`src/rcs_pkg.sv`:
```
// Shared codes, field positions and timing for the card command interpreter.
// Assumes one card-side interpreter running on the core clock.
package rcs_pkg;
    // Link cycles between command end bit and response start
    localparam int NCR_CYCLES = 5;
    localparam logic [2:0] NCR_CNT = 3'(NCR_CYCLES);
    // Frame lengths in bits
    localparam int SHORT_BITS = 48;
    localparam int LONG_BITS = 136;
    localparam int PAD_BITS = LONG_BITS - SHORT_BITS;
    localparam logic [7:0] SHORT_LEN = 8'(SHORT_BITS);
    localparam logic [7:0] LONG_LEN = 8'(LONG_BITS);
    localparam logic [5:0] RX_LAST = 6'(SHORT_BITS - 1);
    // Command indices
    localparam logic [5:0] CMD_SW_RESET = 6'h00;
    localparam logic [5:0] CMD_OP_COND = 6'h01;
    localparam logic [5:0] CMD_ID_ALL = 6'h02;
    localparam logic [5:0] CMD_SET_ADDR = 6'h03;
    localparam logic [5:0] CMD_SET_DRV = 6'h04;
    localparam logic [5:0] CMD_SELECT = 6'h07;
    localparam logic [5:0] CMD_GET_SPEC = 6'h09;
    localparam logic [5:0] CMD_GET_IDENT = 6'h0a;
    localparam logic [5:0] CMD_RD_STREAM = 6'h0b;
    localparam logic [5:0] CMD_STOP = 6'h0c;
    localparam logic [5:0] CMD_GET_STATUS = 6'h0d;
    localparam logic [5:0] CMD_GO_INACT = 6'h0f;
    localparam logic [5:0] CMD_BLK_LEN = 6'h10;
    localparam logic [5:0] CMD_RD_ONE = 6'h11;
    localparam logic [5:0] CMD_RD_MANY = 6'h12;
    // Status word bit positions
    localparam int SB_RANGE = 31;
    localparam int SB_LEN = 29;
    localparam int SB_CRC = 23;
    localparam int SB_ILLEGAL = 22;
    localparam int SB_STATE = 9;
    // Fixed frame contents
    localparam logic [31:0] VR_FIELD = 32'h00ffc000;
    localparam logic [5:0] RSV_HEAD = 6'h3f;
    localparam logic [6:0] RSV_TAIL = 7'h7f;
    localparam logic [47:0] VR_FRAME = {2'h0, RSV_HEAD, VR_FIELD, RSV_TAIL, 1'h1};
    localparam logic [15:0] ADDR_DEFAULT = 16'h0001;
    localparam logic [15:0] ADDR_NONE = 16'h0000;
    localparam logic [6:0] CRC7_POLY = 7'h09;
    // Argument limits
    localparam logic [31:0] MEM_BYTES = 32'h0010_0000;
    localparam logic [31:0] BLK_LEN_MAX = 32'h0000_0200;

    typedef enum logic [2:0] {
        ST_IDLE, ST_READY, ST_IDENT, ST_STBY, ST_TRAN, ST_DATA, ST_INA
    } rcs_state_e;
    typedef enum logic [2:0] {
        RSP_NONE, RSP_SHORT, RSP_IDENT, RSP_SPEC, RSP_VR
    } rcs_rsp_e;
    typedef struct packed {
        logic [5:0] idx;
        logic [31:0] arg;
    } rcs_cmd_s;
endpackage

```
`src/rcs_card.sv`:
```
// Card-side command interpreter: state machine, status word and responses.
// Assumes the host drives LINK_CLK and the command line; the bench resolves
// the open-drain command wire from CMD_OE and CMD_OUT.
`timescale 1ns/1ns
module rcs_card
    import rcs_pkg::*;
#(
    parameter logic [127:0] IDENT_VALUE = 128'h1111_2222_3333_4444_5555_6666_7777_8888, // Arbitrary
    parameter logic [127:0] SPEC_VALUE = 128'h0a0b_0c0d_0e0f_1011_1213_1415_1617_1819
) (
    input wire logic CORE_CLK,
    input wire logic RST_N,
    input wire logic LINK_CLK,
    input wire logic CMD_IN,
    input wire logic XFER_LEN_ERR,
    output logic CMD_OUT,
    output logic CMD_OE
);

    function automatic logic [6:0] crc7(input logic [39:0] d);
        logic [6:0] c;
        logic fb;
        c = '0;
        for (int i = 39; i >= 0; i--) begin
            fb = d[i] ^ c[6];
            c = {c[5:0], 1'b0} ^ (fb ? CRC7_POLY : 7'h00);
        end
        return c;
    endfunction

    ////////////////////////////////////////////////////////////////////////
    // Link synchronisers
    logic [1:0] clk_sync;
    logic [1:0] cmd_sync;
    logic clk_prev;
    logic rise;
    logic line;

    // Link clock and line each pass two flops before use
    always_ff @(posedge CORE_CLK or negedge RST_N) begin
        if (!RST_N) begin
            clk_sync <= '0;
            cmd_sync <= 2'h3;
            clk_prev <= 1'b0;
        end else begin
            clk_sync <= {clk_sync[0], LINK_CLK};
            cmd_sync <= {cmd_sync[0], CMD_IN};
            clk_prev <= clk_sync[1];
        end
    end

    assign rise = clk_sync[1] & ~clk_prev;
    assign line = cmd_sync[1];

    ////////////////////////////////////////////////////////////////////////
    // Command receiver
    logic rx_on;
    logic rx_done;
    logic [5:0] rx_cnt;
    logic [47:0] rx_sh;
    logic tx_busy;

    // Listening is off while we own the line, so own bits never loop back
    always_ff @(posedge CORE_CLK or negedge RST_N) begin
        if (!RST_N) begin
            rx_on <= 1'b0;
            rx_done <= 1'b0;
            rx_cnt <= '0;
            rx_sh <= '0;
        end else begin
            rx_done <= 1'b0;
            if (rise && !tx_busy) begin
                if (rx_on) begin
                    rx_sh <= {rx_sh[46:0], line};
                    rx_cnt <= rx_cnt + 6'h01;
                    if (rx_cnt == RX_LAST) begin
                        rx_on <= 1'b0;
                        rx_done <= 1'b1;
                    end
                end else if (!line) begin
                    rx_on <= 1'b1;
                    rx_cnt <= 6'h01;
                    rx_sh <= {rx_sh[46:0], line};
                end
            end
        end
    end

    ////////////////////////////////////////////////////////////////////////
    // Decode
    rcs_cmd_s cmd;
    rcs_state_e state;
    rcs_state_e next_state;
    rcs_rsp_e rsp;
    logic [15:0] relative_address;
    logic host_frame;
    logic crc_ok;
    logic addr_hit;
    logic acc;
    logic ev_crc;
    logic bad;
    logic oor;
    logic blen;
    logic busy_state;

    assign cmd = {rx_sh[45:40], rx_sh[39:8]};
    // Frames with a card transmitter bit belong to another card
    assign host_frame = rx_sh[46];
    assign crc_ok = (crc7(rx_sh[47:8]) == rx_sh[7:1]) && rx_sh[0];
    assign addr_hit = cmd.arg[31:16] == relative_address;
    // Inactive card takes nothing, not even reset
    assign acc = rx_done & host_frame & crc_ok & (state != ST_INA);
    assign ev_crc = rx_done & host_frame & ~crc_ok;
    assign busy_state = (state == ST_STBY) || (state == ST_TRAN) || (state == ST_DATA);

    // Transition table; unlisted pairs keep the state
    always_comb begin
        next_state = state;
        rsp = RSP_NONE;
        bad = 1'b0;
        oor = 1'b0;
        blen = 1'b0;
        case (cmd.idx)
            CMD_SW_RESET: next_state = ST_IDLE;
            CMD_OP_COND: begin
                if (state == ST_IDLE) begin
                    next_state = ST_READY;
                    rsp = RSP_VR;
                end else bad = 1'b1;
            end
            CMD_ID_ALL: begin
                if (state == ST_READY) rsp = RSP_IDENT;
                else bad = 1'b1;
            end
            CMD_SET_ADDR: begin
                if (state == ST_IDENT) begin
                    next_state = ST_STBY;
                    rsp = RSP_SHORT;
                end else bad = 1'b1;
            end
            CMD_SET_DRV: bad = state != ST_STBY;
            CMD_SELECT: begin
                if (addr_hit && cmd.arg[31:16] != ADDR_NONE) begin
                    if (state == ST_STBY) begin
                        next_state = ST_TRAN;
                        rsp = RSP_SHORT;
                    end else bad = 1'b1;
                end else if (state == ST_TRAN || state == ST_DATA) begin
                    next_state = ST_STBY;
                end
            end
            CMD_GET_SPEC, CMD_GET_IDENT: begin
                if (addr_hit) begin
                    if (state != ST_STBY) bad = 1'b1;
                    else if (cmd.idx == CMD_GET_SPEC) rsp = RSP_SPEC;
                    else rsp = RSP_IDENT;
                end
            end
            CMD_STOP: begin
                if (state == ST_DATA) begin
                    next_state = ST_TRAN;
                    rsp = RSP_SHORT;
                end else bad = 1'b1;
            end
            CMD_GET_STATUS: begin
                if (addr_hit) begin
                    if (busy_state) rsp = RSP_SHORT;
                    else bad = 1'b1;
                end
            end
            CMD_GO_INACT: begin
                if (addr_hit && busy_state) next_state = ST_INA;
            end
            CMD_RD_STREAM, CMD_RD_ONE, CMD_RD_MANY: begin
                if (state == ST_TRAN) begin
                    oor = cmd.arg >= MEM_BYTES;
                    // A read past the end does not start
                    if (!oor) next_state = ST_DATA;
                    rsp = RSP_SHORT;
                end else bad = 1'b1;
            end
            CMD_BLK_LEN: begin
                if (state == ST_TRAN) begin
                    blen = (cmd.arg == 32'h0) || (cmd.arg > BLK_LEN_MAX);
                    rsp = RSP_SHORT;
                end else bad = 1'b1;
            end
            default: next_state = state;
        endcase
    end

    ////////////////////////////////////////////////////////////////////////
    // Status word
    logic f_len;
    logic f_crc;
    logic f_ill;
    logic [31:0] status;
    logic [39:0] short_head;
    logic [135:0] load;

    // All other bits stay zero
    always_comb begin
        status = '0;
        status[SB_RANGE] = oor;
        status[SB_LEN] = f_len | blen | XFER_LEN_ERR;
        status[SB_CRC] = f_crc;
        status[SB_ILLEGAL] = f_ill;
        status[SB_STATE +: 4] = 4'(next_state);
    end

    // Flags are cleared once shown; a same-cycle event is shown, not lost
    always_ff @(posedge CORE_CLK or negedge RST_N) begin
        if (!RST_N) begin
            f_len <= 1'b0;
            f_crc <= 1'b0;
            f_ill <= 1'b0;
        end else if (acc && rsp == RSP_SHORT) begin
            f_len <= 1'b0;
            f_crc <= 1'b0;
            f_ill <= 1'b0;
        end else begin
            if (XFER_LEN_ERR) f_len <= 1'b1;
            if (ev_crc) f_crc <= 1'b1;
            if (acc && bad) f_ill <= 1'b1;
        end
    end

    assign short_head = {2'h0, cmd.idx, status};

    // Frame images, left aligned, MSB first
    always_comb begin
        case (rsp)
            RSP_IDENT: load = {2'h0, RSV_HEAD, IDENT_VALUE[127:1], 1'b1};
            RSP_SPEC: load = {2'h0, RSV_HEAD, SPEC_VALUE[127:1], 1'b1};
            RSP_VR: load = {VR_FRAME, {PAD_BITS{1'b0}}};
            default: load = {short_head, crc7(short_head), 1'b1, {PAD_BITS{1'b0}}};
        endcase
    end

    ////////////////////////////////////////////////////////////////////////
    // State and address
    logic fin;
    logic mism;
    logic lost;
    logic tx_arb;

    // Bad CRC and unknown commands leave the state alone
    always_ff @(posedge CORE_CLK or negedge RST_N) begin
        if (!RST_N) begin
            state <= ST_IDLE;
        end else if (acc) begin
            state <= next_state;
        end else if (fin && tx_arb && !lost && !mism) begin
            state <= ST_IDENT;
        end
    end

    always_ff @(posedge CORE_CLK or negedge RST_N) begin
        if (!RST_N) begin
            relative_address <= ADDR_DEFAULT;
        end else if (acc && cmd.idx == CMD_SW_RESET) begin
            relative_address <= ADDR_DEFAULT;
        end else if (acc && cmd.idx == CMD_SET_ADDR && state == ST_IDENT) begin
            relative_address <= cmd.arg[31:16];
        end
    end

    ////////////////////////////////////////////////////////////////////////
    // Response transmitter
    logic tx_act;
    logic tx_od;
    logic tx_bit;
    logic [2:0] tx_wait;
    logic [7:0] tx_left;
    logic [135:0] tx_sh;

    // Line is sampled before our next bit goes out, so it holds our bit
    assign mism = tx_act & tx_arb & (line != tx_bit);
    assign fin = rise & tx_busy & (tx_wait == 3'h0) & (tx_left == 8'h00);

    // A losing card stays muted to the frame end so the winner is not disturbed
    always_ff @(posedge CORE_CLK or negedge RST_N) begin
        if (!RST_N) begin
            tx_busy <= 1'b0;
            tx_act <= 1'b0;
            tx_od <= 1'b0;
            tx_arb <= 1'b0;
            tx_bit <= 1'b1;
            lost <= 1'b0;
            tx_wait <= '0;
            tx_left <= '0;
            tx_sh <= '0;
            CMD_OUT <= 1'b0;
            CMD_OE <= 1'b0;
        end else if (acc && rsp != RSP_NONE) begin
            tx_busy <= 1'b1;
            tx_act <= 1'b0;
            lost <= 1'b0;
            tx_wait <= NCR_CNT;
            tx_od <= (state == ST_IDLE) || (state == ST_READY) || (state == ST_IDENT);
            tx_arb <= (rsp == RSP_IDENT) && (state == ST_READY);
            tx_sh <= load;
            tx_left <= (rsp == RSP_IDENT || rsp == RSP_SPEC) ? LONG_LEN : SHORT_LEN;
        end else if (rise && tx_busy) begin
            if (tx_wait != 3'h0) begin
                tx_wait <= tx_wait - 3'h1;
            end else if (tx_left == 8'h00) begin
                tx_busy <= 1'b0;
                tx_act <= 1'b0;
                CMD_OE <= 1'b0;
                CMD_OUT <= 1'b0;
            end else begin
                tx_bit <= tx_sh[135];
                tx_sh <= {tx_sh[134:0], 1'b0};
                tx_left <= tx_left - 8'h01;
                tx_act <= 1'b1;
                if (mism || lost) begin
                    lost <= 1'b1;
                    CMD_OE <= 1'b0;
                end else begin
                    CMD_OE <= tx_od ? ~tx_sh[135] : 1'b1;
                    CMD_OUT <= tx_od ? 1'b0 : tx_sh[135];
                end
            end
        end
    end

    ////////////////////////////////////////////////////////////////////////
    // Checks
    logic [3:0] gap;

    // Link edges seen between command end and first response bit
    always_ff @(posedge CORE_CLK or negedge RST_N) begin
        if (!RST_N) gap <= '0;
        else if (acc) gap <= '0;
        else if (rise && tx_busy && !tx_act && gap != 4'hf) gap <= gap + 4'h1;
    end
endmodule

```
`config.mk`:
```
export PLATFORM = sky130hd
export DESIGN_NAME = rcs_card
export DESIGN_NICKNAME = d
export VERILOG_FILES = /design/src/rcs_pkg.sv /design/src/rcs_card.sv
export SDC_FILE = /design/constraint.sdc
export NUM_CORES = 1
export LEC_CHECK = 0
export BUFFER_PORTS_ARGS = -buffer_cell sky130_fd_sc_hd__buf_2
export CAP_MARGIN = 0
export CORE_ASPECT_RATIO = 0.6
export CORE_UTILIZATION = 55
export CTS_CLUSTER_SIZE = 8
export DETAILED_ROUTE_END_ITERATION = 16
export PLACE_DENSITY = 0.78
export SYNTH_ARGS = -nofsm -noshare
export SYNTH_HDL_FRONTEND = slang
export SYNTH_SLANG_ARGS = --single-unit
```
`constraint.sdc`:
```
create_clock -name CORE_CLK -period 5.1 [get_ports CORE_CLK]
set_clock_uncertainty 0.1 [all_clocks]
set_input_delay 1.02 -clock CORE_CLK [delete_from_list [all_inputs] [get_ports CORE_CLK]]
set_output_delay 1.02 -clock CORE_CLK [all_outputs]
set_load 0.02 [all_outputs]
```
Yosys cells after proc, flatten, opt, wreduce, memory -nomap -nowiden
Cells that the tools add are included.
{"block": "classes", "addsub": 3, "n_mul": 0, "div": 0, "order_cmp": 2, "eq_ne": 33, "n_shift": 0, "muxes": 169, "n_bitwise": 145, "n_reduce_logical": 55}
{"cell": "136-bit two-way mux", "n": 4}
{"cell": "7-bit by 4-bit XOR with 7-bit output", "n": 72}
{"cell": "134-bit case mux with 3 select lines", "n": 1}
{"cell": "4-bit two-way mux", "n": 78}
{"cell": "48-bit two-way mux", "n": 2}
{"cell": "1-bit two-way mux", "n": 54}
{"cell": "3-bit two-way mux", "n": 15}
{"cell": "1-bit XOR", "n": 45}
{"cell": "8-bit two-way mux", "n": 5}
{"cell": "6-bit by 4-bit equality test with 1-bit output (second input constant)", "n": 6}
{"cell": "32-bit by 21-bit greater-or-equal comparator with 1-bit output (second input constant)", "n": 1}
{"cell": "32-bit by 10-bit greater-than comparator with 1-bit output (second input constant)", "n": 1}
{"cell": "32-bit logical NOT", "n": 1}
{"cell": "16-bit two-way mux", "n": 2}
{"cell": "3-bit case mux with 8 select lines", "n": 1}
{"cell": "3-bit case mux with 7 select lines", "n": 1}
{"cell": "6-bit by 5-bit equality test with 1-bit output (second input constant)", "n": 3}
{"cell": "2-bit nonzero test", "n": 9}
{"cell": "16-bit equality test", "n": 1}
{"cell": "16-bit nonzero test", "n": 1}
{"cell": "1-bit logical AND", "n": 15}
{"cell": "3-bit by 2-bit equality test with 1-bit output (second input constant)", "n": 4}
{"cell": "6-bit by 2-bit equality test with 1-bit output (second input constant)", "n": 2}
{"cell": "6-bit by 3-bit equality test with 1-bit output (second input constant)", "n": 2}
{"cell": "other kinds (34)", "n": 81}
{"block": "word_totals", "ff_bits": 238, "latch_bits": 0, "ram_bits": 0, "rom_bits": 0, "in_bits": 5, "out_inout_bits": 2, "word_cells": 430, "memories": 0}

Depth between registers and ports, before layout
Gate-level depths: netlist (run 1).
{"block": "depth", "depth_word": 121, "depth_mapped": 14, "depth_no_buf": 10}

Least setup slack after synthesis (run 1)
No wires, ideal clock.
{"block": "synth_path", "kind": "reg2reg", "start": "reg rx_sh[46]", "end": "reg CMD_OE", "setup_ns": 0.125, "arrival_time_ns": 3.715, "required_ns": 4.875, "path_slack_ns": 1.160, "stages_incl_launch_ff": 13, "n_path_buf": 2, "period_less_slack_ns": 3.940, "path_cell_list": "dfrtp_1 -> buf_4 -> xnor3_1 -> xnor2_2 -> xnor3_2 -> xnor2_4 -> xnor2_2 -> xor3_1 -> mux2_4 -> or4_4 -> buf_6 -> nand2_1 -> mux2_2"}
{"block": "synth_via", "elab_chain_cells": 66, "elab_cells_between_ends": 107, "cone_classes": "1 x eq/ne; 30 x mux; 73 x bitwise; 3 x reduce/logical"}
{"element": "from (decl)", "line_no": "rcs_card.sv:60", "rtl": "logic [47:0] rx_sh;"}
{"element": "from (signal assigned)", "line_no": "rcs_card.sv:74", "rtl": "rx_sh <= {rx_sh[46:0], line};"}
{"element": "from (signal assigned)", "line_no": "rcs_card.sv:83", "rtl": "rx_sh <= {rx_sh[46:0], line};"}
{"element": "1-bit XOR", "line_no": "rcs_card.sv:25", "rtl": "fb = d[i] ^ c[6];"}
{"element": "4-bit two-way mux", "line_no": "rcs_card.sv:26", "rtl": "c = {c[5:0], 1'b0} ^ (fb ? CRC7_POLY : 7'h00);"}
{"element": "5-bit by 4-bit XOR with 5-bit output", "line_no": "rcs_card.sv:26"}
{"element": "6-bit by 4-bit XOR with 6-bit output", "line_no": "rcs_card.sv:26"}
{"element": "7-bit by 4-bit XOR with 7-bit output (2 in a row)", "line_no": "rcs_card.sv:26"}
{"element": "1-bit XOR", "line_no": "rcs_card.sv:25"}
{"element": "4-bit two-way mux", "line_no": "rcs_card.sv:26"}
{"element": "7-bit by 4-bit XOR with 7-bit output (4 in a row)", "line_no": "rcs_card.sv:26"}
{"element": "[... 43 more ...]"}
{"element": "4-bit two-way mux", "line_no": "rcs_card.sv:26"}
{"element": "7-bit by 4-bit XOR with 7-bit output (3 in a row)", "line_no": "rcs_card.sv:26"}
{"element": "7-bit equality test", "line_no": "rcs_card.sv:109", "rtl": "assign crc_ok = (crc7(rx_sh[47:8]) == rx_sh[7:1]) && rx_sh[0];"}
{"element": "1-bit logical AND", "line_no": "rcs_card.sv:109"}
{"element": "1-bit AND * (2 in a row)", "line_no": "rcs_card.sv:112", "rtl": "assign acc = rx_done & host_frame & crc_ok & (state != ST_INA);"}
{"element": "1-bit logical AND *", "line_no": "rcs_card.sv:295", "rtl": "end else if (acc && rsp != RSP_NONE) begin"}
{"element": "1-bit inverter (no source line) *"}
{"element": "3-bit AND reduction (no source line) *"}
{"element": "to (signal assigned)", "line_no": "rcs_card.sv:321", "rtl": "CMD_OE <= tx_od ? ~tx_sh[135] : 1'b1;"}
{"element": "to (decl)", "line_no": "rcs_card.sv:17", "rtl": "output logic CMD_OE"}
Mark *: on every way between the ends. The rest lies on a longest branch, timed or not.
A chain may end at the register's enable or synchronous reset.

Worst setup path after layout (run 1)
{"block": "layout_path", "start": "reg rx_sh[44]", "end": "reg tx_sh[37]"}
{"block": "layout_via", "elab_chain_cells": 64, "elab_cells_between_ends": 126, "cone_classes": "18 x eq/ne; 34 x mux; 67 x bitwise; 7 x reduce/logical"}
{"element": "1-bit XOR", "line_no": "rcs_card.sv:25"}
{"element": "4-bit two-way mux", "line_no": "rcs_card.sv:26"}
{"element": "7-bit by 4-bit XOR with 7-bit output (4 in a row)", "line_no": "rcs_card.sv:26"}
{"element": "1-bit XOR", "line_no": "rcs_card.sv:25"}
{"element": "4-bit two-way mux", "line_no": "rcs_card.sv:26"}
{"element": "7-bit by 4-bit XOR with 7-bit output (4 in a row)", "line_no": "rcs_card.sv:26"}
{"element": "1-bit XOR", "line_no": "rcs_card.sv:25"}
{"element": "4-bit two-way mux", "line_no": "rcs_card.sv:26"}
{"element": "[... 41 more ...]"}
{"element": "4-bit two-way mux", "line_no": "rcs_card.sv:26"}
{"element": "7-bit by 4-bit XOR with 7-bit output", "line_no": "rcs_card.sv:26"}
{"element": "7-bit equality test", "line_no": "rcs_card.sv:109"}
{"element": "1-bit logical AND", "line_no": "rcs_card.sv:109"}
{"element": "1-bit AND (2 in a row)", "line_no": "rcs_card.sv:112"}
{"element": "1-bit logical AND", "line_no": "rcs_card.sv:295"}
{"element": "2-bit by 1-bit inequality test with 1-bit output (no source line), or another cell as far along"}
{"element": "3-bit AND reduction (no source line)"}
{"element": "to (signal assigned)", "line_no": "rcs_card.sv:302", "rtl": "tx_sh <= load;"}
{"element": "to (signal assigned)", "line_no": "rcs_card.sv:314", "rtl": "tx_sh <= {tx_sh[134:0], 1'b0};"}
{"element": "to (decl)", "line_no": "rcs_card.sv:275", "rtl": "logic [135:0] tx_sh;"}
Parallel ways exist; a longest one is shown, timed or not.

==> flow_summary.rst, run 1 <==
.. list-table::
   :header-rows: 1

   * - Metric
     - Value
   * - Fmax
     - 219 MHz
   * - Ratio of cells with drive above 1 in the final layout
     - 0.0822
   * - Top post-synthesis cells by area
     - sky130_fd_sc_hd__dfrtp_1, sky130_fd_sc_hd__nand2_1, sky130_fd_sc_hd__mux2i_1, sky130_fd_sc_hd__xnor2_1, sky130_fd_sc_hd__o21ai_0
   * - Initial drt markers
     - 831
   * - Cell type contributing the most total cell area after synthesis
     - sky130_fd_sc_hd__dfrtp_1
   * - Longest Clk Path Bufs
     - 3
   * - Floorplan row count
     - 41
   * - Static Leakage
     - 0.00625 µW
   * - Power density over the cells
     - 332 nW/µm²
   * - Die H
     - 117 µm
   * - Worst path required time
     - 5.41 ns
   * - Hold Buf Count CTS
     - 0
   * - Max VDD drop
     - 0.240 mV
   * - Global-route wire length before repair
     - 46,200 µm
   * - Endpoint arrival time on the critical path
     - 4.87 ns
   * - Cell count of the worst reg-to-reg path
     - 10
   * - Die Area
     - 22,800 µm²
   * - Startpoint of the most critical register-to-register path
     - rx_sh[44]
   * - Standard cell core area
     - 21,300 µm²
   * - Most heavily used metal layer in global routing
     - met1
   * - Horizontal extent of the die
     - 194 µm
   * - Final slew viol count
     - 0
   * - Result of the run
     - complete, no violations
   * - Post-placement cell count
     - 1,477
   * - Layout Area Growth over Synthesis
     - 10.8%
   * - Pin count of the biggest net entering global routing
     - 106
   * - Cell type of the slowest stage on the worst timing path
     - sky130_fd_sc_hd__or4_4
   * - Category of the most critical setup path
     - register to register
   * - Number of cells in the finished layout apart from fillers
     - 1,532
   * - Per-cell via count in the routed design
     - 5.90
   * - Synthesized area divided by synthesized cell count
     - 9.74 µm²
   * - FF-to-FF setup slack
     - 0.54 ns
   * - Final-report hold violation count
     - 0
   * - Post-synthesis net count
     - 1,261
   * - Critical path capture point type
     - register
   * - Count of cell types in the netlist
     - 62
   * - Count of yosys warnings during synthesis
     - 0
   * - Wirelength, routed
     - 27,700 µm
   * - RSZ-0062 raised after global routing
     - false
   * - Worst Hold Margin
     - 0.250 ns
   * - Most used flip-flop cell after synthesis
     - sky130_fd_sc_hd__dfrtp_1
   * - Nets
     - 1,245
   * - Worst hold start
     - clk_sync[0]
   * - Area share of the leading cell type in the synthesized netlist
     - 0.481
   * - Largest stage delay, worst path
     - 0.70 ns
   * - Netlist area before placement
     - 12,200 µm²
   * - Max-slew headroom
     - 0.443
   * - Clock transition at the register clock pins on the worst setup and hold paths after CTS
     - 0.06 ns
   * - DRC violation count after routing
     - 0
   * - Cell count after synthesis
     - 1,251
   * - Starting Density
     - 0.571
   * - Gpl congestion
     - 0.931
   * - Min Clock Period, post-route
     - 4.56 ns
   * - # resized after CTS
     - 0
   * - Clock tree from TritonCTS
     - built
   * - Number of synthesized flops with an enable pin
     - 0
   * - Post-CTS setup buffer count
     - 0
   * - Ys async rst share
     - 1.00
   * - Count of nets left with antenna violations after detail routing
     - 0
   * - Total gr overflow
     - 0
   * - Total I/O pin count
     - 7
   * - Number of buffers created by CTS
     - 35
   * - Number of global-route vias before repair
     - 8,842
   * - Post-synthesis sequential area ratio
     - 0.489
   * - Per-cell routed wire length
     - 18.1 µm
   * - Endpoint of the worst register-to-register path
     - tx_sh[37]
   * - Clock sink count
     - 238
   * - Slew of the pin with the lowest slew margin
     - 0.835 ns
   * - Crit path cell chain
     - xnor2_1, xnor3_1, xnor3_1, xnor2_1, xnor2_1, or2_2, mux2_2, or4_4, nand2_2, a2bb2oi_1
   * - Count of final setup violators
     - 0
   * - DR vias
     - 9,040
   * - HPWL after DPL
     - 18,000 µm
   * - Global-route track usage on met1
     - 0.373
   * - Critical Path Source Type
     - register
   * - Class of the tightest hold or removal check
     - register to register
   * - Number of storage elements in the synthesis netlist
     - 238
   * - Root buffer cell
     - sky130_fd_sc_hd__clkbuf_16
   * - Number of input and output port buffers inserted
     - 6
   * - Period Utilization, post-route
     - 0.894
   * - Number of cells traversed by the worst hold path
     - 0
   * - Largest fanout on the critical path
     - 31
   * - Antenna cells
     - 0
   * - Antenna violations before repair
     - 0
   * - Met3 usage in global routing
     - 0.0756
   * - Clock network latency to the later pin of the worst-skew pair
     - 0.50 ns
   * - Most frequent standard cell in the layout excluding fill and tap cells
     - sky130_fd_sc_hd__nand2_1
   * - Fin Setup TNS
     - 0 ns
   * - Endpoint, Worst Hold
     - clk_sync[1]
   * - Crit-path most repeated cell
     - sky130_fd_sc_hd__xnor2_1
   * - Most used cells in the layout excluding fill and tap cells
     - sky130_fd_sc_hd__nand2_1, sky130_fd_sc_hd__dfrtp_1, sky130_fd_sc_hd__o21ai_0, sky130_fd_sc_hd__mux2i_1, sky130_fd_sc_hd__xnor2_1
   * - H-tree levels
     - 2
   * - Global-route met2 utilization
     - 0.366
   * - Count of maximum capacitance violations
     - 0
   * - Total Routing Usage GR
     - 0.253
   * - Number of optimization iterations in the first detailed-route pass
     - 6
cells in the mapped netlist (4+ instances only):
library cell / number
sky130_fd_sc_hd__nand2_1: 289
sky130_fd_sc_hd__dfrtp_1: 234
sky130_fd_sc_hd__o21ai_0: 85
sky130_fd_sc_hd__mux2i_1: 83
sky130_fd_sc_hd__xnor2_1: 82
sky130_fd_sc_hd__a21oi_1: 78
sky130_fd_sc_hd__clkbuf_1: 61
sky130_fd_sc_hd__nor2_1: 61
sky130_fd_sc_hd__nand3_1: 22
sky130_fd_sc_hd__xor2_1: 19
sky130_fd_sc_hd__nor3_1: 16
sky130_fd_sc_hd__nor4_1: 16
sky130_fd_sc_hd__xnor3_1: 16
sky130_fd_sc_hd__a2bb2oi_1: 13
sky130_fd_sc_hd__buf_2: 13
sky130_fd_sc_hd__nand4_1: 13
sky130_fd_sc_hd__buf_1: 11
sky130_fd_sc_hd__inv_1: 11
sky130_fd_sc_hd__nand2b_1: 8
sky130_fd_sc_hd__and2_1: 7
sky130_fd_sc_hd__nor3b_1: 7
sky130_fd_sc_hd__o21a_1: 7
sky130_fd_sc_hd__a31oi_1: 6
sky130_fd_sc_hd__and3_1: 6
sky130_fd_sc_hd__o22a_1: 6
sky130_fd_sc_hd__xor3_1: 6
sky130_fd_sc_hd__ha_1: 5
sky130_fd_sc_hd__a32o_1: 4
sky130_fd_sc_hd__dfstp_2: 4
sky130_fd_sc_hd__mux2_2: 4
sky130_fd_sc_hd__o211ai_1: 4
worst max-delay path, delay by kind of cell, from the launching register on:
family,cells,cell delay (ns)
flip-flops,1,0.58
multiplexers,1,0.32
XOR/XNOR,5,1.80
AND/OR/NAND/NOR,3,1.42
AO/OA/AOI/OAI,1,0.22
kinds of logic after synthesis:
| logic type | share of synthesized area |
|---|---|
| xor+xnor | 0.121 |
| buf+inv | 0.0340 |
| compound gates | 0.108 |
| flops | 0.489 |
| mux | 0.0731 |
| fa+ha+maj | 0.00514 |
| simple gates | 0.169 |
state kept, by name, indices dropped and copies added (netlist names), 2 cells and up:
name	count
relative_address	16
tx_wait	3
rx_cnt	6
cmd_sync	2
rx_sh	48
clk_sync	2
tx_left	8
tx_sh	136
state	3
how the worst max path moves through the flow:
stage / startpoint / endpoint / slack, ns / depth (start not counted)
5_1_grt: rx_sh[44] / tx_sh[91] / 0.32 / 10
3_3_place_gp: rx_sh[44] / tx_sh[91] / 0.80 / 10
6_report: rx_sh[44] / tx_sh[37] / 0.54 / 10
4_1_cts: rx_sh[44] / tx_sh[37] / 0.57 / 10
3_5_place_dp: rx_sh[44] / tx_sh[37] / 0.62 / 10
2_1_floorplan: rx_sh[46] / CMD_OE / 1.16 / 12
area by class of cell:
type	instances	area (µm²)
clock inverter	2	25.0
sequential	238	5960
multi-input combinational	913	5830
timing repair buffer	36	315
clock buffer	53	975
fill	1689	7850
tap	279	349
inverter	11	41.3
metrics by stage:
stage	utilization	setup slack [ns]	instance area [µm²]	power [µW]
after floorplan	-	1.16	12200	2270
after global placement	0.585	0.801	12500	2370
after detailed placement	0.585	0.623	12500	2380
after CTS	0.632	0.573	13500	4500
after global routing	0.632	0.324	13500	4620
final	0.632	0.540	13500	4480
layer usage:
| metal | part of all wire | vias to the layer above |
|---|---|---|
| li1 | - | 4223 |
| met4 | 0.011 | 0 |
| met1 | 0.48 | 4455 |
| met3 | 0.090 | 32 |
| met5 | 0 | - |
| met2 | 0.42 | 330 |
report_power, final:
part	switching, µW	total (µW)	internal [µW]
clock network	812	2120	1310
logic	214	368	154
registers	55.4	1990	1940
(Power assumes the default switching activity.)
==> run 2: changes to the inputs <==
Settings changed: PLACE_DENSITY 0.78 to 0.81.
==> run 2 against run 1 <==
Net effect: via count increased by 0.80%; sequential cell count is the same; worst setup slack got worse by 0.020 ns; non-clock buffer count fell by 2; sequential share of layout area rose by 0.16 points; design area down 0.37%; critical endpoint is now tx_sh[91]; highest routed layer unchanged.
==> flow_summary.rst, run 2 (synthesis gave the netlist of run 1 again) <==
.. list-table::
   :header-rows: 1

   * - Metric
     - Value
   * - Nets
     - 1,243
   * - Power density over the cells
     - 330 nW/µm²
   * - Max VDD drop
     - 0.327 mV
   * - Clock tree from TritonCTS
     - built
   * - Wirelength, routed
     - 27,500 µm
   * - Total gr overflow
     - 0
   * - Antenna cells
     - 0
   * - Number of flip-flops in the largest register
     - 136
   * - Starting Density
     - 0.571
   * - Count of nets left with antenna violations after detail routing
     - 0
   * - Area taken by multi-input logic gates
     - 5830 µm²
   * - Horizontal extent of the die
     - 194 µm
   * - Min Clock Period, post-route
     - 4.58 ns
   * - Final slew viol count
     - 0
   * - Max-slew headroom
     - 0.360
   * - Per-cell via count in the routed design
     - 5.98
   * - Post-placement worst setup slack
     - 0.612 ns
   * - Endpoint arrival time on the critical path
     - 4.93 ns
   * - DR vias
     - 9,112
   * - Post-placement cell count
     - 1,475
   * - Result of the run
     - complete, no violations
   * - Worst Hold Margin
     - 0.246 ns
   * - Post-CTS setup buffer count
     - 0
   * - Number of input and output port buffers inserted
     - 6
   * - Root buffer cell
     - sky130_fd_sc_hd__clkbuf_16
   * - Class of the tightest hold or removal check
     - register to register
   * - Fill cell count
     - 1,636
   * - Cell count of the worst reg-to-reg path
     - 10
   * - Number of optimization iterations in the first detailed-route pass
     - 6
   * - Period Utilization, post-route
     - 0.898
   * - Final-report hold violation count
     - 0
   * - RSZ-0062 raised after global routing
     - false
   * - Area post-placement
     - 12,500 µm²
   * - # resized after CTS
     - 0
   * - Gpl congestion
     - 0.950
   * - Slew of the pin with the lowest slew margin
     - 0.959 ns
   * - Number of cells in the finished layout apart from fillers
     - 1,524
   * - Total I/O pin count
     - 7
   * - Ratio of cells with drive above 1 in the final layout
     - 0.0811
   * - H-tree levels
     - 2
   * - DRC violation count after routing
     - 0
   * - Clock network latency to the later pin of the worst-skew pair
     - 0.51 ns
   * - Count of maximum capacitance violations
     - 0
   * - Most frequent standard cell in the layout excluding fill and tap cells
     - sky130_fd_sc_hd__nand2_1
   * - Global-route wire length before repair
     - 45,800 µm
   * - Number of global-route vias before repair
     - 8,749
   * - Layout Area Growth over Synthesis
     - 10.4%
   * - Category of the most critical setup path
     - register to register
   * - Standard cell core area
     - 21,300 µm²
   * - Die H
     - 117 µm
   * - Longest Clk Path Bufs
     - 3
   * - Total Routing Usage GR
     - 0.252
   * - Fin Setup TNS
     - 0 ns
   * - Per-cell routed wire length
     - 18.0 µm
   * - Floorplan row count
     - 41
   * - Worst path required time
     - 5.45 ns
   * - Sequential cell area in the final layout
     - 5960 µm²
   * - Pin count of the biggest net entering global routing
     - 128
   * - Most used cells in the layout excluding fill and tap cells
     - sky130_fd_sc_hd__nand2_1, sky130_fd_sc_hd__dfrtp_1, sky130_fd_sc_hd__o21ai_0, sky130_fd_sc_hd__mux2i_1, sky130_fd_sc_hd__xnor2_1
   * - Number of cells traversed by the worst hold path
     - 0
   * - Count of final setup violators
     - 0
   * - Fmax
     - 218 MHz
   * - Register with the most flip-flops
     - tx_sh
   * - Worst setup slack after layout
     - 0.520 ns
   * - Clock sink count
     - 238
   * - Die Area
     - 22,800 µm²
   * - Hold Buf Count CTS
     - 0
   * - Critical path capture point type
     - register
   * - Number of buffers created by CTS
     - 35
   * - Largest fanout on the critical path
     - 38
   * - Initial drt markers
     - 1,081
   * - Largest registers
     - tx_sh (136), rx_sh (48), relative_address (16)
   * - Clock transition at the register clock pins on the worst setup and hold paths after CTS
     - 0.05 ns
   * - Design area
     - 13,400 µm²
   * - HPWL after DPL
     - 17,700 µm
   * - Static Leakage
     - 0.00623 µW
   * - Antenna violations before repair
     - 0
   * - Critical Path Source Type
     - register
[run 2: cell types whose count changed in the layout (fill, tap and decap cells not counted)]
cell                       delta
sky130_fd_sc_hd__buf_12       -1
sky130_fd_sc_hd__buf_4        -1
sky130_fd_sc_hd__clkbuf_1     -6
[run 2: worst paths after layout]
| path | from | slack [ns] | to |
|---|---|---|---|
| setup / recovery | rx_sh[44] | 0.52 | tx_sh[91] |
| setup reg to reg | rx_sh[44] | 0.52 | tx_sh[91] |
| hold reg to reg | clk_sync[0] | 0.25 | clk_sync[1] |
| max in group asynchronous | RST_N | 3.30 | relative_address[0] |
| min in group asynchronous | RST_N | 0.51 | tx_sh[76] |
| hold / removal | clk_sync[0] | 0.25 | clk_sync[1] |
[run 2: layout make-up]
cell class | instances | share of cell area
inverter | 11 | 0.00307
clock inverter | 2 | 0.00186
multi-input combinational | 913 | 0.434
tap | 279 | 0.0260
timing repair buffer | 34 | 0.0214
sequential | 238 | 0.443
clock buffer | 47 | 0.0708
[run 2: metal layers]
metal | share of wire | routed length [µm] | vias up | GRT usage
met5 | 0 | 0 | - | 0
met3 | 0.080 | 2210 | 46 | 0.0579
met2 | 0.42 | 11400 | 349 | 0.366
met1 | 0.49 | 13400 | 4511 | 0.383
li1 | - | - | 4206 | -
met4 | 0.015 | 405 | 0 | 0.0614
[run 2: per-stage QoR]
stage / utilization / power, µW
3_3_place_gp: 0.584 / 2370
4_1_cts: 0.630 / 4470
2_1_floorplan: - / 2270
5_1_grt: 0.630 / 4590
3_5_place_dp: 0.584 / 2380
6_report: 0.630 / 4430
[run 2: where the power goes]
part	total [µW]	switching, µW	leakage (µW)	internal (µW)
Clock	2070	789	0.000474	1290
Sequential	1990	54.6	0.00327	1940
Combinational	367	213	0.00249	154
[run 2: worst max-delay path, stage by stage, from the launching register on]
cell                      delay, ns
sky130_fd_sc_hd__dfrtp_1       0.58
sky130_fd_sc_hd__xnor2_1       0.54
sky130_fd_sc_hd__xnor3_1       0.48
sky130_fd_sc_hd__xnor3_1       0.45
sky130_fd_sc_hd__xnor2_1       0.22
sky130_fd_sc_hd__xnor2_1       0.10
sky130_fd_sc_hd__or2_2         0.31
sky130_fd_sc_hd__mux2_2        0.32
sky130_fd_sc_hd__or4_4         0.73
sky130_fd_sc_hd__nand2_2       0.44
sky130_fd_sc_hd__o32a_1        0.23
